===== src/periph_irq_pkg.sv =====
package periph_irq_pkg;

  // register byte offsets on the APB
  localparam int ADDR_W = 8;
  localparam logic [7:0] OFS_FLAGS_TWO = 8'h00;
  localparam logic [7:0] OFS_FLAGS_THREE = 8'h04;
  localparam logic [7:0] OFS_ENABLES_ONE = 8'h08;
  localparam logic [7:0] OFS_ENABLES_TWO = 8'h0c;
  localparam logic [7:0] OFS_ENABLES_THREE = 8'h10;
  localparam logic [7:0] OFS_CONTROL = 8'h14;

  // register select codes
  localparam logic [2:0] SEL_FLAGS_TWO = 3'h0;
  localparam logic [2:0] SEL_FLAGS_THREE = 3'h1;
  localparam logic [2:0] SEL_ENABLES_ONE = 3'h2;
  localparam logic [2:0] SEL_ENABLES_TWO = 3'h3;
  localparam logic [2:0] SEL_ENABLES_THREE = 3'h4;
  localparam logic [2:0] SEL_CONTROL = 3'h5;
  localparam logic [2:0] SEL_NONE = 3'h7;

  // values after reset
  localparam logic [7:0] RST_FLAGS = 8'h00;
  localparam logic [7:0] RST_ENABLES = 8'h00;
  localparam logic [1:0] RST_CONTROL = 2'h0;
  localparam logic [31:0] RST_RDATA = 32'h0000_0000;

  // flag register two
  localparam int BIT_OSC_FAIL = 7;
  localparam int BIT_CMP2 = 6;
  localparam int BIT_CMP1 = 5;
  localparam int BIT_USB = 4;
  localparam int BIT_COLL1 = 3;
  localparam int BIT_LOW_V = 2;
  localparam int BIT_TMR3 = 1;
  localparam int BIT_CCP2 = 0;

  // flag register three
  localparam int BIT_SER2 = 7;
  localparam int BIT_COLL2 = 6;
  localparam int BIT_RX2 = 5;
  localparam int BIT_TX2 = 4;
  localparam int BIT_TMR4 = 3;
  localparam int BIT_CCP5 = 2;
  localparam int BIT_CCP4 = 1;
  localparam int BIT_CCP3 = 0;
  localparam logic [7:0] LEVEL_MASK_THREE = 8'h30;

  // control register
  localparam int CTRL_BIT_GATE = 0;
  localparam int CTRL_BIT_PRIO = 1;

  typedef enum logic [1:0] {
    CCP_CAPTURE = 2'h0,
    CCP_COMPARE = 2'h1,
    CCP_PWM = 2'h3
  } ccp_mode_type;

  typedef enum logic [1:0] {
    APB_IDLE = 2'h0,
    APB_RESP = 2'h1
  } apb_state_type;

endpackage


===== src/flag_bank_if.sv =====
`timescale 1ns/1ns
interface flag_bank_if #(parameter int WIDTH = 8);
  logic [WIDTH-1:0] set;
  logic [WIDTH-1:0] wdata;
  logic wr;
  logic [WIDTH-1:0] flags;
  modport bank(input set, input wdata, input wr, output flags);
  modport user(output set, output wdata, output wr, input flags);
endinterface


===== src/flag_bank.sv =====
`timescale 1ns/1ns
module flag_bank #(
  parameter int WIDTH = 8,
  parameter logic [WIDTH-1:0] LEVEL_MASK = '0
)
(
  // clock and reset
  input wire logic pclk,
  input wire logic presetn,
  // flag access
  flag_bank_if.bank fb
);

  logic [WIDTH-1:0] flags_q;
  logic [WIDTH-1:0] flags_d;

  // set beats a software clear in the same cycle
  always_comb
  begin
    for (int i = 0; i < WIDTH; i++)
    begin
      if (LEVEL_MASK[i])
        flags_d[i] = fb.set[i];
      else
        flags_d[i] = (flags_q[i] & ~(fb.wr & ~fb.wdata[i])) | fb.set[i];
    end
  end

  always_ff @(posedge pclk or negedge presetn)
  begin
    if (!presetn)
      flags_q <= periph_irq_pkg::RST_FLAGS[WIDTH-1:0];
    else
      flags_q <= flags_d;
  end

  assign fb.flags = flags_q;

endmodule


===== src/peripheral_irq_flag_enable.sv =====
// The APB register port and the register offsets are this design's own decisions.
`timescale 1ns/1ns
// Summary of operation
// - oscillator failure sets flag two bit 7; it stays until software clears it.
// - any comparator 2 or 1 input change sets flag two bit 6 or bit 5 respectively.
// - a USB interrupt request sets flag two bit 4 until cleared.
// - bus collision sets flag two bit 3 (serial 1) or flag three bit 6 (serial 2).
// - low core supply sets flag two bit 2; it stays set after the supply recovers, until software clears it.
// - timer 3 overflow sets flag two bit 1; software clears it.
// - in capture mode a timer capture sets that unit's capture/compare flag.
// - in compare mode a timer match sets that unit's flag, held until cleared.
// - in PWM mode no event of a unit sets its flag.
// - serial module 2 completing a transfer sets flag three bit 7.
// - flag three bit 5 is read-only, high while the UART 2 receive buffer is full.
// - flag three bit 4 is high while the UART 2 transmit buffer is empty.
// - timer 4 matching its period sets flag three bit 3.
// - with priority disabled, nothing passes unless the peripheral gate bit is set.
// - enable one bits 7..0 gate the eight sources of flag register one.
// - all flags and enables are zero after reset.
// - flags set regardless of any enable bit, so software may poll them.
module peripheral_irq_flag_enable #(
  parameter int NUM_CCP = 4
)
(
  // apb slave
  input wire logic pclk,
  input wire logic presetn,
  input wire logic psel,
  input wire logic penable,
  input wire logic pwrite,
  input wire logic [periph_irq_pkg::ADDR_W-1:0] paddr,
  input wire logic [31:0] pwdata,
  output logic [31:0] prdata,
  output logic pready,
  output logic pslverr,
  // events for flag register two
  input wire logic osc_fail_evt,
  input wire logic comparator2_out,
  input wire logic comparator1_out,
  input wire logic usb_req,
  input wire logic collision1_evt,
  input wire logic core_low,
  input wire logic timer3_ovf,
  // events for flag register three
  input wire logic serial2_done,
  input wire logic collision2_evt,
  input wire logic uart2_rx_full,
  input wire logic uart2_tx_empty,
  input wire logic timer4_match,
  // capture/compare units 2,3,4,5 in index order 0..3
  input wire logic [NUM_CCP-1:0] ccp_capture,
  input wire logic [NUM_CCP-1:0] ccp_match,
  input wire logic [2*NUM_CCP-1:0] ccp_mode,
  // flag register one, kept elsewhere
  input wire logic [7:0] flags_one,
  // interrupt
  output logic irq
);

  function automatic logic [2:0] reg_sel(input logic [periph_irq_pkg::ADDR_W-1:0] addr);
    case (addr)
      periph_irq_pkg::OFS_FLAGS_TWO: reg_sel = periph_irq_pkg::SEL_FLAGS_TWO;
      periph_irq_pkg::OFS_FLAGS_THREE: reg_sel = periph_irq_pkg::SEL_FLAGS_THREE;
      periph_irq_pkg::OFS_ENABLES_ONE: reg_sel = periph_irq_pkg::SEL_ENABLES_ONE;
      periph_irq_pkg::OFS_ENABLES_TWO: reg_sel = periph_irq_pkg::SEL_ENABLES_TWO;
      periph_irq_pkg::OFS_ENABLES_THREE: reg_sel = periph_irq_pkg::SEL_ENABLES_THREE;
      periph_irq_pkg::OFS_CONTROL: reg_sel = periph_irq_pkg::SEL_CONTROL;
      default: reg_sel = periph_irq_pkg::SEL_NONE;
    endcase
  endfunction

  // pwm mode never raises a flag
  function automatic logic ccp_event(input logic [1:0] mode, input logic cap, input logic match);
    case (mode)
      periph_irq_pkg::CCP_CAPTURE: ccp_event = cap;
      periph_irq_pkg::CCP_COMPARE: ccp_event = match;
      default: ccp_event = 1'b0;
    endcase
  endfunction

  periph_irq_pkg::apb_state_type state_q;
  logic pready_q;
  logic pslverr_q;
  logic [31:0] prdata_q;
  logic irq_q;
  logic [7:0] en_one_q;
  logic [7:0] en_two_q;
  logic [7:0] en_three_q;
  logic [1:0] ctrl_q;
  logic [1:0] cmp_prev_q;
  logic cmp_armed_q;
  logic [2:0] sel;
  logic access;
  logic wr_fire;
  logic [7:0] rd_byte;
  logic [1:0] cmp_chg;
  logic [NUM_CCP-1:0] ccp_set;
  logic pending;

  flag_bank_if #(.WIDTH(8)) fb_two ();
  flag_bank_if #(.WIDTH(8)) fb_three ();

  assign sel = reg_sel(paddr);
  assign access = psel & penable;
  assign wr_fire = (state_q == periph_irq_pkg::APB_RESP) & access & pwrite;

  // one wait state: every transfer answers on its second access cycle
  always_ff @(posedge pclk or negedge presetn)
  begin
    if (!presetn)
    begin
      state_q <= periph_irq_pkg::APB_IDLE;
      pready_q <= 1'b0;
      pslverr_q <= 1'b0;
      prdata_q <= periph_irq_pkg::RST_RDATA;
    end
    else
    begin
      case (state_q)
        periph_irq_pkg::APB_IDLE:
        begin
          if (access)
          begin
            state_q <= periph_irq_pkg::APB_RESP;
            pready_q <= 1'b1;
            pslverr_q <= (sel == periph_irq_pkg::SEL_NONE);
            prdata_q <= pwrite ? periph_irq_pkg::RST_RDATA : {24'h00_0000, rd_byte};
          end
        end
        periph_irq_pkg::APB_RESP:
        begin
          state_q <= periph_irq_pkg::APB_IDLE;
          pready_q <= 1'b0;
          pslverr_q <= 1'b0;
        end
        default:
        begin
          state_q <= periph_irq_pkg::APB_IDLE;
          pready_q <= 1'b0;
          pslverr_q <= 1'b0;
        end
      endcase
    end
  end

  // narrow registers read zero above bit 7
  always_comb
  begin
    case (sel)
      periph_irq_pkg::SEL_FLAGS_TWO: rd_byte = fb_two.flags;
      periph_irq_pkg::SEL_FLAGS_THREE: rd_byte = fb_three.flags;
      periph_irq_pkg::SEL_ENABLES_ONE: rd_byte = en_one_q;
      periph_irq_pkg::SEL_ENABLES_TWO: rd_byte = en_two_q;
      periph_irq_pkg::SEL_ENABLES_THREE: rd_byte = en_three_q;
      periph_irq_pkg::SEL_CONTROL: rd_byte = {6'h00, ctrl_q};
      default: rd_byte = 8'h00;
    endcase
  end

  // first cycle after reset only arms the detector, so no false change
  always_ff @(posedge pclk or negedge presetn)
  begin
    if (!presetn)
    begin
      cmp_prev_q <= 2'h0;
      cmp_armed_q <= 1'b0;
    end
    else
    begin
      cmp_prev_q <= {comparator2_out, comparator1_out};
      cmp_armed_q <= 1'b1;
    end
  end

  assign cmp_chg = cmp_armed_q ? (cmp_prev_q ^ {comparator2_out, comparator1_out}) : 2'h0;

  always_comb
  begin
    for (int i = 0; i < NUM_CCP; i++)
      ccp_set[i] = ccp_event(ccp_mode[2*i +: 2], ccp_capture[i], ccp_match[i]);
  end

  // sources feed the flags with no enable in the path
  assign fb_two.set = {osc_fail_evt, cmp_chg, usb_req, collision1_evt,
                       core_low, timer3_ovf, ccp_set[0]};
  assign fb_two.wr = wr_fire & (sel == periph_irq_pkg::SEL_FLAGS_TWO);
  assign fb_two.wdata = pwdata[7:0];

  // bits 5 and 4 mirror the uart 2 buffer state, writes leave them alone
  assign fb_three.set = {serial2_done, collision2_evt, uart2_rx_full, uart2_tx_empty,
                         timer4_match, ccp_set[3], ccp_set[2], ccp_set[1]};
  assign fb_three.wr = wr_fire & (sel == periph_irq_pkg::SEL_FLAGS_THREE);
  assign fb_three.wdata = pwdata[7:0];

  flag_bank #(.WIDTH(8), .LEVEL_MASK(8'h00)) u_flags_two (
    .pclk(pclk),
    .presetn(presetn),
    .fb(fb_two.bank)
  );

  flag_bank #(.WIDTH(8), .LEVEL_MASK(periph_irq_pkg::LEVEL_MASK_THREE)) u_flags_three (
    .pclk(pclk),
    .presetn(presetn),
    .fb(fb_three.bank)
  );

  always_ff @(posedge pclk or negedge presetn)
  begin
    if (!presetn)
      en_one_q <= periph_irq_pkg::RST_ENABLES;
    else if (wr_fire && sel == periph_irq_pkg::SEL_ENABLES_ONE)
      en_one_q <= pwdata[7:0];
  end

  always_ff @(posedge pclk or negedge presetn)
  begin
    if (!presetn)
      en_two_q <= periph_irq_pkg::RST_ENABLES;
    else if (wr_fire && sel == periph_irq_pkg::SEL_ENABLES_TWO)
      en_two_q <= pwdata[7:0];
  end

  always_ff @(posedge pclk or negedge presetn)
  begin
    if (!presetn)
      en_three_q <= periph_irq_pkg::RST_ENABLES;
    else if (wr_fire && sel == periph_irq_pkg::SEL_ENABLES_THREE)
      en_three_q <= pwdata[7:0];
  end

  always_ff @(posedge pclk or negedge presetn)
  begin
    if (!presetn)
      ctrl_q <= periph_irq_pkg::RST_CONTROL;
    else if (wr_fire && sel == periph_irq_pkg::SEL_CONTROL)
      ctrl_q <= pwdata[1:0];
  end

  assign pending = |(flags_one & en_one_q) | |(fb_two.flags & en_two_q)
                 | |(fb_three.flags & en_three_q);

  // with priorities on, the gate bit only governs the low level, outside this block
  always_ff @(posedge pclk or negedge presetn)
  begin
    if (!presetn)
      irq_q <= 1'b0;
    else
      irq_q <= pending & (ctrl_q[periph_irq_pkg::CTRL_BIT_PRIO] | ctrl_q[periph_irq_pkg::CTRL_BIT_GATE]);
  end

  assign prdata = prdata_q;
  assign pready = pready_q;
  assign pslverr = pslverr_q;
  assign irq = irq_q;
endmodule


===== config.mk =====
export PLATFORM = sky130hd
export DESIGN_NAME = peripheral_irq_flag_enable
export DESIGN_NICKNAME = d
export VERILOG_FILES = /design/src/periph_irq_pkg.sv /design/src/flag_bank_if.sv /design/src/flag_bank.sv /design/src/peripheral_irq_flag_enable.sv
export SDC_FILE = /design/constraint.sdc
export NUM_CORES = 1
export LEC_CHECK = 0
export BUFFER_PORTS_ARGS = -buffer_cell sky130_fd_sc_hd__buf_2
export CAP_MARGIN = 20
export CORE_UTILIZATION = 51
export CTS_BUF_LIST = sky130_fd_sc_hd__clkbuf_8
export CTS_CLUSTER_SIZE = 8
export DETAILED_ROUTE_END_ITERATION = 7
export PLACE_DENSITY = 0.92
export SLEW_MARGIN = 30
export SYNTH_ARGS = -nofsm -noshare
export SYNTH_HDL_FRONTEND = slang
export SYNTH_SLANG_ARGS = --single-unit

===== constraint.sdc =====
create_clock -name pclk -period 2 [get_ports pclk]
set_input_delay 0.1 -clock pclk [delete_from_list [all_inputs] [get_ports pclk]]
set_output_delay 0.1 -clock pclk [all_outputs]
set_load 0.01 [all_outputs]

Word-level counts from Yosys, hierarchy flattened. Cells that the tools add are included. Widths: inputs -> output; s select.

Register bits after elaboration: 82. Output and inout bits: 35. Word-level logic and storage cells: 136.

Equal/unequal tests: 17. Mux-type cells: 14. Bitwise logic cells: 77. Reduce and logical (&&, ||, !) cells: 15.

Operators by type and width (count): $pmux 8 s6 (1); $and 1x1->1 (34); $and 8x8->8 (3); $reduce_or 8->1 (3); $not 1->1 (22); $pmux 3 s6 (1); $or 1x1->1 (17); $eq 8x4->1 const B (2); $eq 8x5->1 const B (2); $eq 2x1->1 const B (5); $logic_not 2->1 (5); $eq 3x3->1 const B (3); $eq 8x3->1 const B (1); $logic_not 8->1 (1); $mux 8 (1); $pmux 1 s2 (4); $eq 3x2->1 const B (2); $mux 2 (3); $logic_and 1x1->1 (4); $mux 1 (4); $eq 3x1->1 const B (1); $logic_not 3->1 (1); $ne 2x2->1 const B (1); $reduce_and 2->1 (1); $xor 2x2->2 (1).

Logic depth before layout (Yosys ltp).
Depth after elaboration: 8. Gate-level depth with buffers: 10. Mapped depth without buffers: 8.

Modules after synthesis. A second synthesis with hierarchy kept.

Cells, all modules: 251. Area total of the unflattened synthesis: 2937.8 um2.

By module, submodules not included: peripheral_irq_flag_enable (times used 1, cells an instance 207, area an instance 2344.7 um2); flag_bank (u_flags_two) (times used 1, cells an instance 24, area an instance 310.3 um2); flag_bank (u_flags_three) (times used 1, cells an instance 20, area an instance 282.8 um2).

Worst setup path after synthesis. No wires, ideal clock.

Path kind: in2reg. Start: input port paddr[3] (netlist bit). End: register en_one_q[0]. Setup time: 0.125 ns. Arrival time: 1.989 ns. Required time: 1.875 ns. Setup slack: -0.114 ns. Cell stages on the path: 8. Cell sequence: buf_2 clkbuf_1 nor4b_1 nand2_1 ha_1 nor3b_2 nand3_2 mux2_2.

Longest elaborated chain between the ends: 4. Elaborated cells on any way between the ends: 9. Those cells by class: 6 x eq/ne; 1 x mux; 2 x reduce/logical.

Ends and longest elaborated chain: start: declaration (RTL line peripheral_irq_flag_enable.sv:31) `input wire logic [periph_irq_pkg::ADDR_W-1:0] paddr,`; $eq 8x5->1, or another cell as far along (RTL line peripheral_irq_flag_enable.sv:61) `case (addr)`; $pmux 3 s6 * (RTL line peripheral_irq_flag_enable.sv:61); $eq 3x2->1 * (RTL line peripheral_irq_flag_enable.sv:211) `else if (wr_fire && sel == periph_irq_pkg::SEL_ENABLES_ONE)`; $logic_and 1x1->1 * (RTL line peripheral_irq_flag_enable.sv:211); end signal: assignment (RTL line peripheral_irq_flag_enable.sv:210) `en_one_q <= periph_irq_pkg::RST_ENABLES;`; end signal: assignment (RTL line peripheral_irq_flag_enable.sv:212) `en_one_q <= pwdata[7:0];`; end: declaration (RTL line peripheral_irq_flag_enable.sv:86) `logic [7:0] en_one_q;`.

Every way passes the cells marked *; elsewhere a longest branch is shown, timed or not. A chain may end at the register's enable or synchronous reset.

Worst setup path in the final report.
Start: input port paddr[4] (netlist bit). End: register en_two_q[3].

Longest elaborated chain between the ends: 4. Elaborated cells on any way between the ends: 9. Those cells by class: 6 x eq/ne; 1 x mux; 2 x reduce/logical.

Ends and longest elaborated chain: $eq 8x5->1, or another cell as far along (RTL line peripheral_irq_flag_enable.sv:61); $pmux 3 s6 * (RTL line peripheral_irq_flag_enable.sv:61); $eq 3x2->1 * (RTL line peripheral_irq_flag_enable.sv:219) `else if (wr_fire && sel == periph_irq_pkg::SEL_ENABLES_TWO)`; $logic_and 1x1->1 * (RTL line peripheral_irq_flag_enable.sv:219); end signal: assignment (RTL line peripheral_irq_flag_enable.sv:218) `en_two_q <= periph_irq_pkg::RST_ENABLES;`; end signal: assignment (RTL line peripheral_irq_flag_enable.sv:220) `en_two_q <= pwdata[7:0];`; end: declaration (RTL line peripheral_irq_flag_enable.sv:87) `logic [7:0] en_two_q;`.

Marked as above.

==> metrics.yaml <==
io_pins: 116
mostFrequentLayoutCells: "buf_2 (67), dfrtp_1 (56), mux2_2 (26)"
critical_path_buf_inv_count: 2
ctsResizeCount: 0
track_usage_pct: 27.7
port_buffers: 67
routed_wl_microns: 8230
regArea_sq_um: 1400
synth_warnings: 0
grt_pass1_vias: 2660
ys_seq_elements: 56
n_antenna_cell: 0
avgSynthCellArea_sq_um: 10.8
cp_max_fo: 8
netlist_area_sq_um: 3050
ant_nets: 0
slew_headroom_pct: 48.1
slew_viol_final: 0
setup_viol: 0
numClockSinks: 56
worstSkewPairLatency_ps: 310
fmax_mhz: 573
die_area_sq_um: 6290
startpoint_type: "input pin"
die_h_microns: 79.3
num-fill-cells: 412
drt-vias-per-instance: 6.05
power.total_mw: 2.02
multi_input_area_sq_um: 1510
hpwl_microns: 5850
ys_types: 48
yosysTopAreaCellShare_pct: 46.0
coreArea_sq_um: 5640
leakage_nw: 1.81
drive_above_1_share_pct: 36.2
grt_overflow_total: 0
drt-initial-drc-count: 268
grt_pass1_wl_microns: 13000
synth_top_area_cell: "dfrtp_1"
antenna_found_initial: 0
required_ps: 2210
nets: 465
worstMarginPinSlew_ps: 776
synth.area.top_cells: "dfrtp_1 (46%), mux2_2 (9.6%), buf_4 (5.9%)"
drc: 0
cpMaxStageDelayCell: "or3_1"
first_pass_iters: 4
worstPathArrival_ps: 1950
timing.hold.ws_ps: 37.0
avgRoutedWirePerCell_microns: 18.0
start_util_pct: 54.0
std_cell_rows: 27
timing.setup.tns_ps: 0
cts_tree: "done"
gp_congestion: 0.912
crit_chain: "buf_2 -> or3_1 -> nor2_2 -> nand2_1 -> ha_2 -> nor2b_2 -> and4_1 -> buf_12 -> mux2_2"
cts_hold_buf: 12
setup_ws_ps: 254
status: "finished, final reports clean"
fp.dieW_microns: 79.3
dp_slack_ps: -63.3
power_density_nw_per_um2: 534
numCtsBuffers: 5
vias: 2757
crit_family: "simple AND/OR/NAND/NOR gates"
fin_skew_ps: 6.07
postCtsSetupRepairBufs: 0
finalCriticalPeriod_ps: 1750
final_util_pct: 67.0
rsz0062_at_grt: "no"
final_common_cell: "buf_2"
syn2layout_area_growth_pct: 24.1
postSynthCellCount: 282
min_path_type: "input pin to flop"
finalCritPeriodShare_pct: 87.3
cts_root_buffer: "clkbuf_8"
clk_pin_slew_ps: 100
grt_max_degree: 57
htreeDepth: 2
path_class: "input pin to flop"
clk_path_buf_depth: 2
hold_viol_final: 0
ys_seq_area_share_pct: 46.0
cp_slowest_stage_delay_ps: 400
ir_worst_vdd_mv: 0.508
crit_path_end_kind: "flop"
maxCapViolations: 0
-- power breakdown --
group          total (mW)  internal [mW]  leakage [nW]  switching [mW]
combinational       0.244          0.108          1.07           0.135
clock               0.630          0.246        0.0497           0.384
sequential           1.15           1.14         0.695         0.00499
-- logic make-up after synthesis --
| family | share of synthesized area, % |
|---|---|
| AOI/OAI and AO/OA | 19.1 |
| muxes | 10.9 |
| adders and majority gates | 0.411 |
| DFF | 46.0 |
| and+or+nand+nor | 14.9 |
| xor gates and xnor gates | 0.575 |
| buffers and inverters | 7.84 |
| other | 0.246 |
-- path summary, 6_finish.rpt --
kind	startpoint	slack [ps]	cells past startpoint	to
min	timer3_ovf	40	3	u_flags_two.fb.flags[1]$_DFF_PN0_
max	paddr[4]	250	9	en_two_q[3]$_DFFE_PN0P_
max in group asynchronous	presetn	1440	3	u_flags_three.fb.flags[3]$_DFF_PN0_
max reg2reg	pready$_DFFE_PN0P_	290	4	u_flags_three.fb.flags[0]$_DFF_PN0_
min in group asynchronous	presetn	310	3	en_three_q[2]$_DFFE_PN0P_
min reg2reg	pready$_DFFE_PN0P_	480	1	pslverr$_DFFE_PN0P_
-- layout make-up --
type | instances | area share [%]
multi-input combinational | 210 | 39.9
sequential | 56 | 37.0
timing repair buffer | 105 | 17.9
tap | 72 | 2.38
clock buffer | 5 | 1.82
inverter | 5 | 0.496
clock inverter | 3 | 0.463
-- layer usage --
layer / track usage, % / routed length (microns)
met5: 0 / 0
met3: 4.94 / 721
met1: 34.3 / 3090
met2: 47.0 / 4110
met4: 12.5 / 301
-- worst reg2reg max path, cell delays in order, from the launching register on --
cell and delay (ps):
dfrtp_1 400, and4_1 390, nand4_1 410, o21ai_0 280, o21ai_0 120
-- synthesized netlist by cell type, drive strengths merged --
cell      n
nand2    17
nor3b     1
o21a      6
a21oi     9
mux2i     4
nand2b    3
a21boi    6
conb      2
or3       2
nor3      3
ha        1
o221ai    1
nor2     13
o21ai    12
and2      1
o32a      1
and4b     8
and3      8
xor2      2
nand3     3
o2111ai   1
buf      26
clkbuf    8
nand4     4
mux2     26
dfrtp    56
nor2b     3
a31oi     1
a221oi    6
a211o     1
and4      2
nor4b     2
or4       1
a221o     2
inv       5
o211ai    9
nand3b    1
a31o      1
a22oi    20
a32oi     4
-- state kept, by name, indices dropped and copies added, names as in the netlist --
name and cells:
cmp_prev_q 2, pslverr 1, irq 1, en_two_q 8
cmp_armed_q 1, u_flags_three.fb.flags 8, u_flags_two.fb.flags 8, pready 1
ctrl_q 2, prdata 8, en_one_q 8, en_three_q 8
-- metrics by stage --
stage | instance area [sq um] | cells
finish | 3780 | 456
global placement | 3580 | 436
detailed placement | 3580 | 436
CTS | 3780 | 456
floorplan | 3150 | 305
global route | 3780 | 456
(Power assumes the default switching activity.)
